### src/verilog/status_pkg.sv
// constants shared by the charger status register bank
// assumes a single 50 MHz core clock domain
// Function
// RQ1: status register at 21h, read-only, reset 00h
// RQ2: bit 7 follows valid input source
// RQ3: bit 6 set when optimizer finishes
// RQ4: bit 5 mirrors peak-assist mode state
// RQ5: assist entry only by host, ignoring alert
// RQ6: host exits assist; any fault forces exit
// RQ7: fault exit sets flag, holds alert low
// RQ8: host enables assist: pin high, select 0
// RQ9: assist entry disables loops, swaps alert profiles
// RQ10: assist exit re-enables loops and limit pin (code has no limit pin; it re-enables loops only)
// RQ11: bit 4 shows voltage loop regulating
// RQ12: bit 3 shows current loop regulating
// RQ13: short fault latches, held through reads
// RQ14: after a read, short fault self-clears
// RQ15: overcurrent fault holds until read after 1s
// RQ16: read returns coherent byte; writes ignored
package status_pkg;
    localparam logic [7:0] STATUS_ONE_ADDR = 8'h21;
    localparam logic [7:0] STATUS_ONE_RST  = 8'h00;
    localparam int BIT_SOURCE   = 7;
    localparam int BIT_INPUT_OPTIMIZER_COMPLETE = 6;
    localparam int BIT_ASSIST   = 5;
    localparam int BIT_VREG     = 4;
    localparam int BIT_IREG     = 3;
    localparam int BIT_SHORT    = 2;
    localparam int BIT_BATCOC   = 1;
    localparam int BIT_REVERSE  = 0;
    localparam int CLK_HZ       = 50_000_000;
    localparam int BATCOC_HOLD_MS = 1000;
    // least time: rounds up
    localparam longint BATCOC_HOLD_CYC =
        (longint'(BATCOC_HOLD_MS) * CLK_HZ + 999) / 1000;
    localparam int SYNC_W = 9;
endpackage

### src/verilog/latched_fault.sv
// one read-cleared fault latch with optional minimum hold
// assumes condition, read strobe and enable come from the core clock domain
`timescale 1ns/1ps
`default_nettype none
module latched_fault
    import status_pkg::*;
#(
    parameter int HOLD_CYC = 0
) (
    input  wire logic clock,
    input  wire logic rst_n,
    input  wire logic clk_en,
    input  wire logic soft_rst,
    input  wire logic cond,
    input  wire logic read_pulse,
    output logic      flag_r
);
    localparam int CW = (HOLD_CYC > 1) ? $clog2(HOLD_CYC + 1) : 1;
    logic          flag_nxt;
    logic          seen_r;
    logic          seen_nxt;
    logic [CW-1:0] age_r;
    logic [CW-1:0] age_nxt;
    logic          aged;

    assign aged = (HOLD_CYC == 0) || (age_r == CW'(HOLD_CYC));

    // a set wins over a read clear in the same cycle; soft_rst wins over a set
    always_comb begin
        flag_nxt = flag_r;
        seen_nxt = seen_r;
        age_nxt  = age_r;
        if (flag_r && !aged) begin
            age_nxt = age_r + CW'(1);
        end
        if (read_pulse && flag_r && aged) begin
            seen_nxt = 1'b1;
        end
        if (seen_r && !cond) begin
            flag_nxt = 1'b0; // see RQ14 see RQ15
            seen_nxt = 1'b0;
            age_nxt  = '0;
        end
        if (cond && !flag_r) begin
            flag_nxt = 1'b1; // see RQ13
            age_nxt  = '0;
            seen_nxt = 1'b0;
        end
        if (soft_rst) begin
            flag_nxt = 1'b0;
            seen_nxt = 1'b0;
            age_nxt  = '0;
        end
    end

    always_ff @(posedge clock or negedge rst_n) begin
        if (!rst_n) begin
            flag_r <= 1'b0;
            seen_r <= 1'b0;
            age_r  <= '0;
        end else if (clk_en) begin
            flag_r <= flag_nxt;
            seen_r <= seen_nxt;
            age_r  <= age_nxt;
        end
    end
endmodule
`default_nettype wire

### src/verilog/charger_status_flags.sv
// charger status register bank with peak-assist mode control
// assumes pins are asynchronous, host port strobes are core-clock pulses
`timescale 1ns/1ps
`default_nettype none
module charger_status_flags
    import status_pkg::*;
#(
    parameter longint BATCOC_CYC = BATCOC_HOLD_CYC
) (
    input  wire logic       clock,
    input  wire logic       rst_n,
    input  wire logic       clk_en,
    input  wire logic       soft_rst,
    input  wire logic       rd_strobe,
    input  wire logic       wr_strobe,
    input  wire logic [7:0] reg_addr,
    input  wire logic [7:0] wr_data,
    input  wire logic       reverse_mode_pin,
    input  wire logic       reverse_or_assist_select,
    input  wire logic       source_valid,
    input  wire logic       optimizer_done,
    input  wire logic       vloop_active,
    input  wire logic       iloop_active,
    input  wire logic       short_cond,
    input  wire logic       batcoc_cond,
    input  wire logic       any_fault,
    input  wire logic       exit_flag_clear,
    output logic [7:0]      rd_data,
    output logic            rd_valid,
    output logic            peak_assist_active,
    output logic            peak_assist_exit_flag,
    output logic            alert_hold_low,
    output logic            loops_enabled,
    output logic            adapter_ok_alert_profile,
    output logic            system_voltage_alert_profile,
    output logic            reverse_power_active
);
    // two-flop synchronisers for all pin-side inputs
    logic [SYNC_W-1:0] pins;
    logic [SYNC_W-1:0] s1_r;
    logic [SYNC_W-1:0] s2_r;
    assign pins = {reverse_mode_pin, reverse_or_assist_select, source_valid,
                   optimizer_done, vloop_active, iloop_active, short_cond,
                   batcoc_cond, any_fault};
    always_ff @(posedge clock or negedge rst_n) begin
        if (!rst_n) begin
            s1_r <= '0;
            s2_r <= '0;
        end else if (clk_en) begin
            s1_r <= pins;
            s2_r <= s1_r;
        end
    end
    logic en_pin, sel, src, input_current_optimizer, vreg, ireg, sc, coc, flt;
    assign {en_pin, sel, src, input_current_optimizer, vreg, ireg, sc, coc, flt} = s2_r;

    logic hit_rd;
    assign hit_rd = rd_strobe && (reg_addr == STATUS_ONE_ADDR);

    // peak-assist state machine
    typedef enum logic [1:0] {
        MODE_IDLE   = 2'b00,
        MODE_ASSIST = 2'b01,
        MODE_REV    = 2'b10
    } mode_e;
    mode_e mode_r, mode_nxt;
    logic  exit_r, exit_nxt;
    logic  loops_r, loops_nxt;
    logic  acok_r, acok_nxt;
    logic  vsys_r, vsys_nxt;
    logic  assist_req;
    logic  arm_r, arm_nxt; // host request must drop after a fault exit

    assign assist_req = en_pin && !sel; // see RQ8

    always_comb begin
        mode_nxt  = mode_r;
        exit_nxt  = exit_r;
        loops_nxt = loops_r;
        acok_nxt  = acok_r;
        vsys_nxt  = vsys_r;
        arm_nxt   = arm_r;
        if (!assist_req) begin
            arm_nxt = 1'b1;
        end
        if (exit_flag_clear) begin
            exit_nxt = 1'b0;
        end
        unique case (mode_r)
            MODE_IDLE: begin
                // entry ignores alert state entirely
                if (assist_req && arm_r && !flt) begin
                    mode_nxt  = MODE_ASSIST; // see RQ5
                    loops_nxt = 1'b0;        // see RQ9
                    acok_nxt  = 1'b0;
                    vsys_nxt  = 1'b1;
                end else if (en_pin && sel) begin
                    mode_nxt = MODE_REV;
                end
            end
            MODE_ASSIST: begin
                if (flt) begin
                    mode_nxt  = MODE_IDLE;   // see RQ6
                    exit_nxt  = 1'b1;        // see RQ7
                    loops_nxt = 1'b1;        // see RQ10
                    arm_nxt   = 1'b0;
                end else if (!assist_req) begin
                    mode_nxt  = MODE_IDLE;   // see RQ6
                    loops_nxt = 1'b1;        // see RQ10
                end
            end
            MODE_REV: begin
                if (!(en_pin && sel)) begin
                    mode_nxt = MODE_IDLE;
                end
            end
            default: mode_nxt = MODE_IDLE;
        endcase
        if (soft_rst) begin
            mode_nxt  = MODE_IDLE;
            exit_nxt  = 1'b0;
            loops_nxt = 1'b1;
            acok_nxt  = 1'b1;
            vsys_nxt  = 1'b0;
            arm_nxt   = 1'b1;
        end
    end

    always_ff @(posedge clock or negedge rst_n) begin
        if (!rst_n) begin
            mode_r  <= MODE_IDLE;
            exit_r  <= 1'b0;
            loops_r <= 1'b1;
            acok_r  <= 1'b1;
            vsys_r  <= 1'b0;
            arm_r   <= 1'b1;
        end else if (clk_en) begin
            mode_r  <= mode_nxt;
            exit_r  <= exit_nxt;
            loops_r <= loops_nxt;
            acok_r  <= acok_nxt;
            vsys_r  <= vsys_nxt;
            arm_r   <= arm_nxt;
        end
    end

    // read-cleared fault latches
    logic short_flag, coc_flag;
    latched_fault #(.HOLD_CYC(0)) u_short (
        .clock      (clock),
        .rst_n      (rst_n),
        .clk_en     (clk_en),
        .soft_rst   (soft_rst),
        .cond       (sc),
        .read_pulse (hit_rd),
        .flag_r     (short_flag)
    );
    latched_fault #(.HOLD_CYC(int'(BATCOC_CYC))) u_batcoc (
        .clock      (clock),
        .rst_n      (rst_n),
        .clk_en     (clk_en),
        .soft_rst   (soft_rst),
        .cond       (coc),
        .read_pulse (hit_rd),
        .flag_r     (coc_flag)
    );

    // snapshot the whole byte at once; writes never touch it
    logic [7:0] status_now;
    logic [7:0] rd_nxt;
    logic       rv_nxt;
    always_comb begin
        status_now = STATUS_ONE_RST;
        status_now[BIT_SOURCE]   = src;                     // see RQ2
        status_now[BIT_INPUT_OPTIMIZER_COMPLETE] = input_current_optimizer;                     // see RQ3
        status_now[BIT_ASSIST]   = (mode_r == MODE_ASSIST); // see RQ4
        status_now[BIT_VREG]     = vreg;                    // see RQ11
        status_now[BIT_IREG]     = ireg;                    // see RQ12
        status_now[BIT_SHORT]    = short_flag;
        status_now[BIT_BATCOC]   = coc_flag;
        status_now[BIT_REVERSE]  = (mode_r == MODE_REV);
        rd_nxt = rd_data;
        rv_nxt = 1'b0;
        if (rd_strobe) begin
            rv_nxt = 1'b1;
            rd_nxt = hit_rd ? status_now : 8'h00; // see RQ1 see RQ16
        end
    end

    logic pa_nxt, rev_nxt;
    assign pa_nxt  = (mode_nxt == MODE_ASSIST);
    assign rev_nxt = (mode_nxt == MODE_REV);

    // outputs straight from flops
    always_ff @(posedge clock or negedge rst_n) begin
        if (!rst_n) begin
            rd_data                      <= STATUS_ONE_RST;
            rd_valid                     <= 1'b0;
            peak_assist_active           <= 1'b0;
            peak_assist_exit_flag        <= 1'b0;
            alert_hold_low               <= 1'b0;
            loops_enabled                <= 1'b1;
            adapter_ok_alert_profile     <= 1'b1;
            system_voltage_alert_profile <= 1'b0;
            reverse_power_active         <= 1'b0;
        end else if (clk_en) begin
            rd_data                      <= soft_rst ? STATUS_ONE_RST : rd_nxt;
            rd_valid                     <= rv_nxt;
            peak_assist_active           <= pa_nxt;
            peak_assist_exit_flag        <= exit_nxt;
            alert_hold_low               <= exit_nxt; // see RQ7
            loops_enabled                <= loops_nxt;
            adapter_ok_alert_profile     <= acok_nxt;
            system_voltage_alert_profile <= vsys_nxt;
            reverse_power_active         <= rev_nxt;
        end
    end
endmodule
`default_nettype wire

### config.mk
export PLATFORM = sky130hd
export DESIGN_NAME = charger_status_flags
export DESIGN_NICKNAME = d
export VERILOG_FILES = /design/src/verilog/status_pkg.sv /design/src/verilog/latched_fault.sv /design/src/verilog/charger_status_flags.sv
export SDC_FILE = /design/constraint.sdc
export NUM_CORES = 1
export LEC_CHECK = 0
export ABC_AREA = 1
export BUFFER_PORTS_ARGS = -buffer_cell sky130_fd_sc_hd__buf_4
export CORE_UTILIZATION = 32
export DETAILED_ROUTE_END_ITERATION = 7
export PLACE_DENSITY = 0.59
export SYNTH_ARGS = -nofsm -noshare
export SYNTH_HDL_FRONTEND = slang
export SYNTH_HIERARCHICAL = 1
export SYNTH_SLANG_ARGS = --single-unit
### constraint.sdc
create_clock -name clock -period 2.95 [get_ports clock]
set_clock_uncertainty 0.15 [all_clocks]
set_input_delay 0.7375 -clock clock [delete_from_list [all_inputs] [get_ports clock]]
set_output_delay 0.7375 -clock clock [all_outputs]
set_load 0.02 [all_outputs]
After elaboration in Yosys (flattened, before gate mapping)
Cells that the tools add are included.

Bits of input ports: 32. Memories: 0. Logic and storage cells: 111. Register bits after elaboration: 66. Output and inout bits: 16. Bits in latches: 0. RAM bits: 0. ROM bits: 0.

Add/subtract/negate cells: 1. Shifts and indexed selects: 0. Bitwise logic cells: 0. Order comparisons: 0. Multiplexer cells: 47. Reductions and logical operators: 38. Multiply operators: 0. Div/mod/pow operators: 0. Eq/ne operators: 8.

Operators with widths (number): $mux 26 (4); $mux 1 (32); $add 26x1->26 const B (1); $eq 26x26->1 const B (1); $mux 8 (3); $logic_and 1x1->1 (13); $mux 2 (6); $reduce_and 2->1 (6); $reduce_bool 4->1 (3); $reduce_bool 3->1 (3); $eq 8x6->1 const B (1); $logic_not 1->1 (7); $pmux 2 s3 (1); $reduce_bool 2->1 (3); $eq 2x1->1 const B (2); $eq 2x2->1 const B (2); $ne 4x4->1 const B (1); $reduce_and 4->1 (1); $ne 3x3->1 const B (1); $reduce_and 3->1 (1); $logic_not 2->1 (1); $pmux 1 s2 (1).

Depth between registers and ports, before layout
Depth in word-level cells: 8. Depth in mapped cells: 13. Depth with buffers taken out: 13.

Modules after synthesis
The synthesis kept the hierarchy.

By module, submodules not included: latched_fault (u_batcoc) (instances 1, area each 2067.0 um^2, cells an instance 326); charger_status_flags (instances 1, area each 1577.8 um^2, cells an instance 189); latched_fault (u_short) (instances 1, area each 132.6 um^2, cells an instance 20).

Worst setup path after synthesis
No wires, ideal clock.

Kind: input to register. Start: input port reg_addr[3]. End: register u_short.seen_r. Stages: 10. Path buffers: 0. Slack: 1.153 ns. Setup time: 0.117 ns. Arrival time: 1.530 ns. Path through: nor2_1 > nand3_1 > nor2_2 > nand2_2 > inv_1 > nand2_1 > nand2_1 > o21bai_1 > nand2_1 > nand2_1.

Longest elaborated chain between the ends: 5.

RTL lines: start, declared (line charger_status_flags.sv:16) `input wire logic [7:0] reg_addr,`; $eq 8x6->1 (line charger_status_flags.sv:58) `assign hit_rd = rd_strobe && (reg_addr == STATUS_ONE_ADDR);`; $logic_and 1x1->1 (line charger_status_flags.sv:58); named net hit_rd (line charger_status_flags.sv:57) `logic hit_rd;`; $logic_and 1x1->1 (line latched_fault.sv:36) `if (read_pulse && flag_r && aged) begin`; $reduce_bool 4->1 (no source line); $reduce_and 2->1 (no source line); end signal, assigned (line latched_fault.sv:63) `seen_r <= seen_nxt;`; end, declared (line latched_fault.sv:20) `logic seen_r;`.

The timed path passes the listed nets, and every way through them passes these cells. A chain may end at the register's enable or synchronous reset.

Worst setup path in the final report
Start: register s2_r[1]. End: register u_batcoc.age_r[20].

Longest elaborated chain between the ends: 5. Elaborated cells between the ends (all ways): 8.

RTL lines: start, declared (line charger_status_flags.sv:41) `logic [SYNC_W-1:0] s2_r;`; start signal, assigned (line charger_status_flags.sv:51) `s2_r <= s1_r;`; $logic_not 1->1 (line latched_fault.sv:39) `if (seen_r && !cond) begin`; $logic_and 1x1->1 (line latched_fault.sv:39); $mux 26 (line latched_fault.sv:39); $mux 26 (line latched_fault.sv:44) `if (cond && !flag_r) begin`; $mux 26 (line latched_fault.sv:49) `if (soft_rst) begin`; end signal, assigned (line latched_fault.sv:64) `age_r <= age_nxt;`; end, declared (line latched_fault.sv:22) `logic [CW-1:0] age_r;`.

Several ways; a longest one is shown, not always the timed one.

==> run metrics <==
status=complete, no violations; area share of the largest cell type after synthesis=41.7%; main area contributors after synthesis=dfrtp_1, nand2_1, nand3_1; Vias=3487; global-route wire length before repair=around 16000 um; clock transition at the registers of the reported paths=0.05 ns; Max FO, Critical Path=34; Initial Utilization=32.9%; H-tree depth=3; largest area contributor in the netlist=dfrtp_1; asr flop ratio synth=100%; Post-synth EDFFs=0; WL final=about 9000 um; routing usage on met1=roughly a fifth; clock sinks=66; HP Start=s1_r[8]; DRC violations left=0; most instantiated cells after synthesis=nand2_1, nor2_1, nand3_1; WS Path Type=reg -> reg; clock power share=52.0%; CP max stage cell=dfrtp_1; # resized after CTS=0; sw power=0.615 mW; Internal Power=1.95 mW; synth unique cells=31; drt wl/cell=12.8 um; total leakage power=2.19 nW; Setup crit start=s2_r[1]; crit start category=flop; post-route ant nets=0; final worst-path cycle share=75.8%; Reg power frac=38.3%; routability cong.=0.882; Combinational Power Share=under 10%; CTS tree=built; GRT Max-Usage Layer=met2; Tightest Pin Transition=0.851 ns; CTS Buf Count=9; most numerous cell in the Yosys netlist=nand2_1; #FFs+latches synth=66; maximum vdd drop=roughly 0.00053 V; n_diodes=0; setup repair bufs after CTS=0; Seq/Total Area, Yosys=a little over two fifths; Slew HR=43.3%; final setup fails=0; crit end category=flop; Die Footprint=12200 sq um; I/O pins=48; Die X=111 um; Post-synth top flop=dfrtp_1; Layout area overhead=20.6%; clock buffer depth=2; Power Density=approximately 560 nW/um^2; Rows=39; Mapped Area=3780 sq um; Iteration-0 DRC Markers=~190; fin crit period=2.24 ns; Max Freq=approximately 450 MHz; GRT Overall Usage=16.2%; final hold slack=0.317 ns; CTS hold repair buffers=0; largest net degree at the start of global routing=67; total negative slack=0 ns; Ys Warns=6; Worst EP arrival=2.32 ns; vias in the first global route=3444; initial antenna violation count=0; Hold Vio Cnt, Final=0; layout cells sized above 1=14.7%; Pwr Total=2.56 mW; r2r setup slk=0.71 ns; Worst EP required=3.03 ns; syn nets=569; CP cell instances=nor2_1, buf_4, inv_2, nand3_2, nand2_4, nand2_4, nand2_1, nand2_1, nand2_1, nor2_1; met2 Use GR=26.0%; synthesized area per cell=7.06 sq um; largest stage delay on the critical path=0.40 ns; I/O Buffers=38; RSZ-0062 raised after global routing=false; Root Buffer=clkbuf_16; met3 usage=4.45%; Die Y-Extent=around 110 um; core area=11500 sq um; switching share of power=24.0%; reg-to-reg critical path startpoint=s2_r[1]; worst skew pair latency=0.34 ns; cell count after synthesis=535; detailed placement HPWL=6400 um; Most Frequent Cell on Critical Path=nand2_1; vias per cell=4.83; fin util=between 30% and 40%; TritonRoute pass-1 iters=4; NumNets Final=608; max-cap viol count=0; grt ovf=0; max-slew violations=0; Hold Crit Class=reg -> reg
-- per-stage QoR --
stage                     setup slack, ns  std cells  cell area, sq um
after floorplan                      1.15        535              3780
after global placement              0.721        706              4190
after detailed placement            0.716        706              4190
after CTS                           0.758        722              4550
after global routing                0.598        722              4550
final                               0.714        722              4550
-- cell families after synthesis --
kind of cell               count (synthesis)  share of synthesized area [%]
and+or+nand+nor                          352                           40.7
buffers and inverters                     72                           7.98
DFF                                       66                           43.8
AOI/OAI and AO/OA                         39                           5.86
xor gates and xnor gates                   4                          0.927
adders and majority gates                  2                          0.662
-- area by class of cell --
type,instances,area (sq um)
tap,143,179
clock buffer,10,229
fill,1181,6910
timing repair buffer,42,315
sequential,66,1660
clock inverter,6,138
multi-input combinational,397,1820
inverter,58,218
-- power by group through the flow --
stage          Clock (mW)  Sequential (mW)  Combinational, mW
6_report             1.33            0.982              0.250
3_5_place_dp            0            0.997              0.252
5_1_grt              1.39            0.987              0.280
3_3_place_gp            0            0.996              0.247
4_1_cts              1.35            0.982              0.254
2_1_floorplan           0             1.00              0.148
-- cells in the final DEF (no fill, tap or decap), types with 3 or more instances in the layout --
cell type,netlist,layout
bufinv_16,0,4
dfstp_2,3,3
nor3_1,5,5
inv_1,54,54
nand3_1,65,65
nand2_2,6,6
nor2_2,6,6
nor2_1,75,75
nand2_1,173,173
dfrtp_1,63,63
nand4_1,13,13
o21ai_1,9,9
a21oi_1,7,7
inv_2,3,3
buf_4,4,42
o21bai_1,4,4
xor2_1,4,4
nand2_4,4,4
o21ai_0,13,13
clkbuf_16,0,9
-- state kept, by name (all words and copies together) (netlist names), 2 cells and up --
register	flops
mode_r	2
s2_r	9
s1_r	9
u_batcoc/age_r	26
rd_data	8
-- critical path: cells and delay by family, from the launching register on --
| kind | cells | cell delay, ns |
|---|---|---|
| AND/OR/NAND/NOR | 8 | 1.13 |
| flip-flops | 1 | 0.40 |
| buffers and inverters | 2 | 0.43 |
-- final timing paths --
path / end / depth (start not counted)
worst max-delay path: u_batcoc/age_r[20] / 10
worst min-delay path: s1_r[8] / 2
worst max register to register: u_batcoc/age_r[20] / 10
worst min register to register: s1_r[8] / 2
max in group asynchronous: u_batcoc/age_r[16] / 1
min in group asynchronous: u_batcoc/age_r[5] / 1
-- layer usage --
| metal | wire, um | share of wire, % |
|---|---|---|
| met2 | 4280 | 46 |
| met1 | 4340 | 47 |
| met5 | 0 | 0 |
| met3 | 438 | 4.8 |
| met4 | 158 | 1.7 |
No activity file was read; power rests on OpenSTA's default activity.
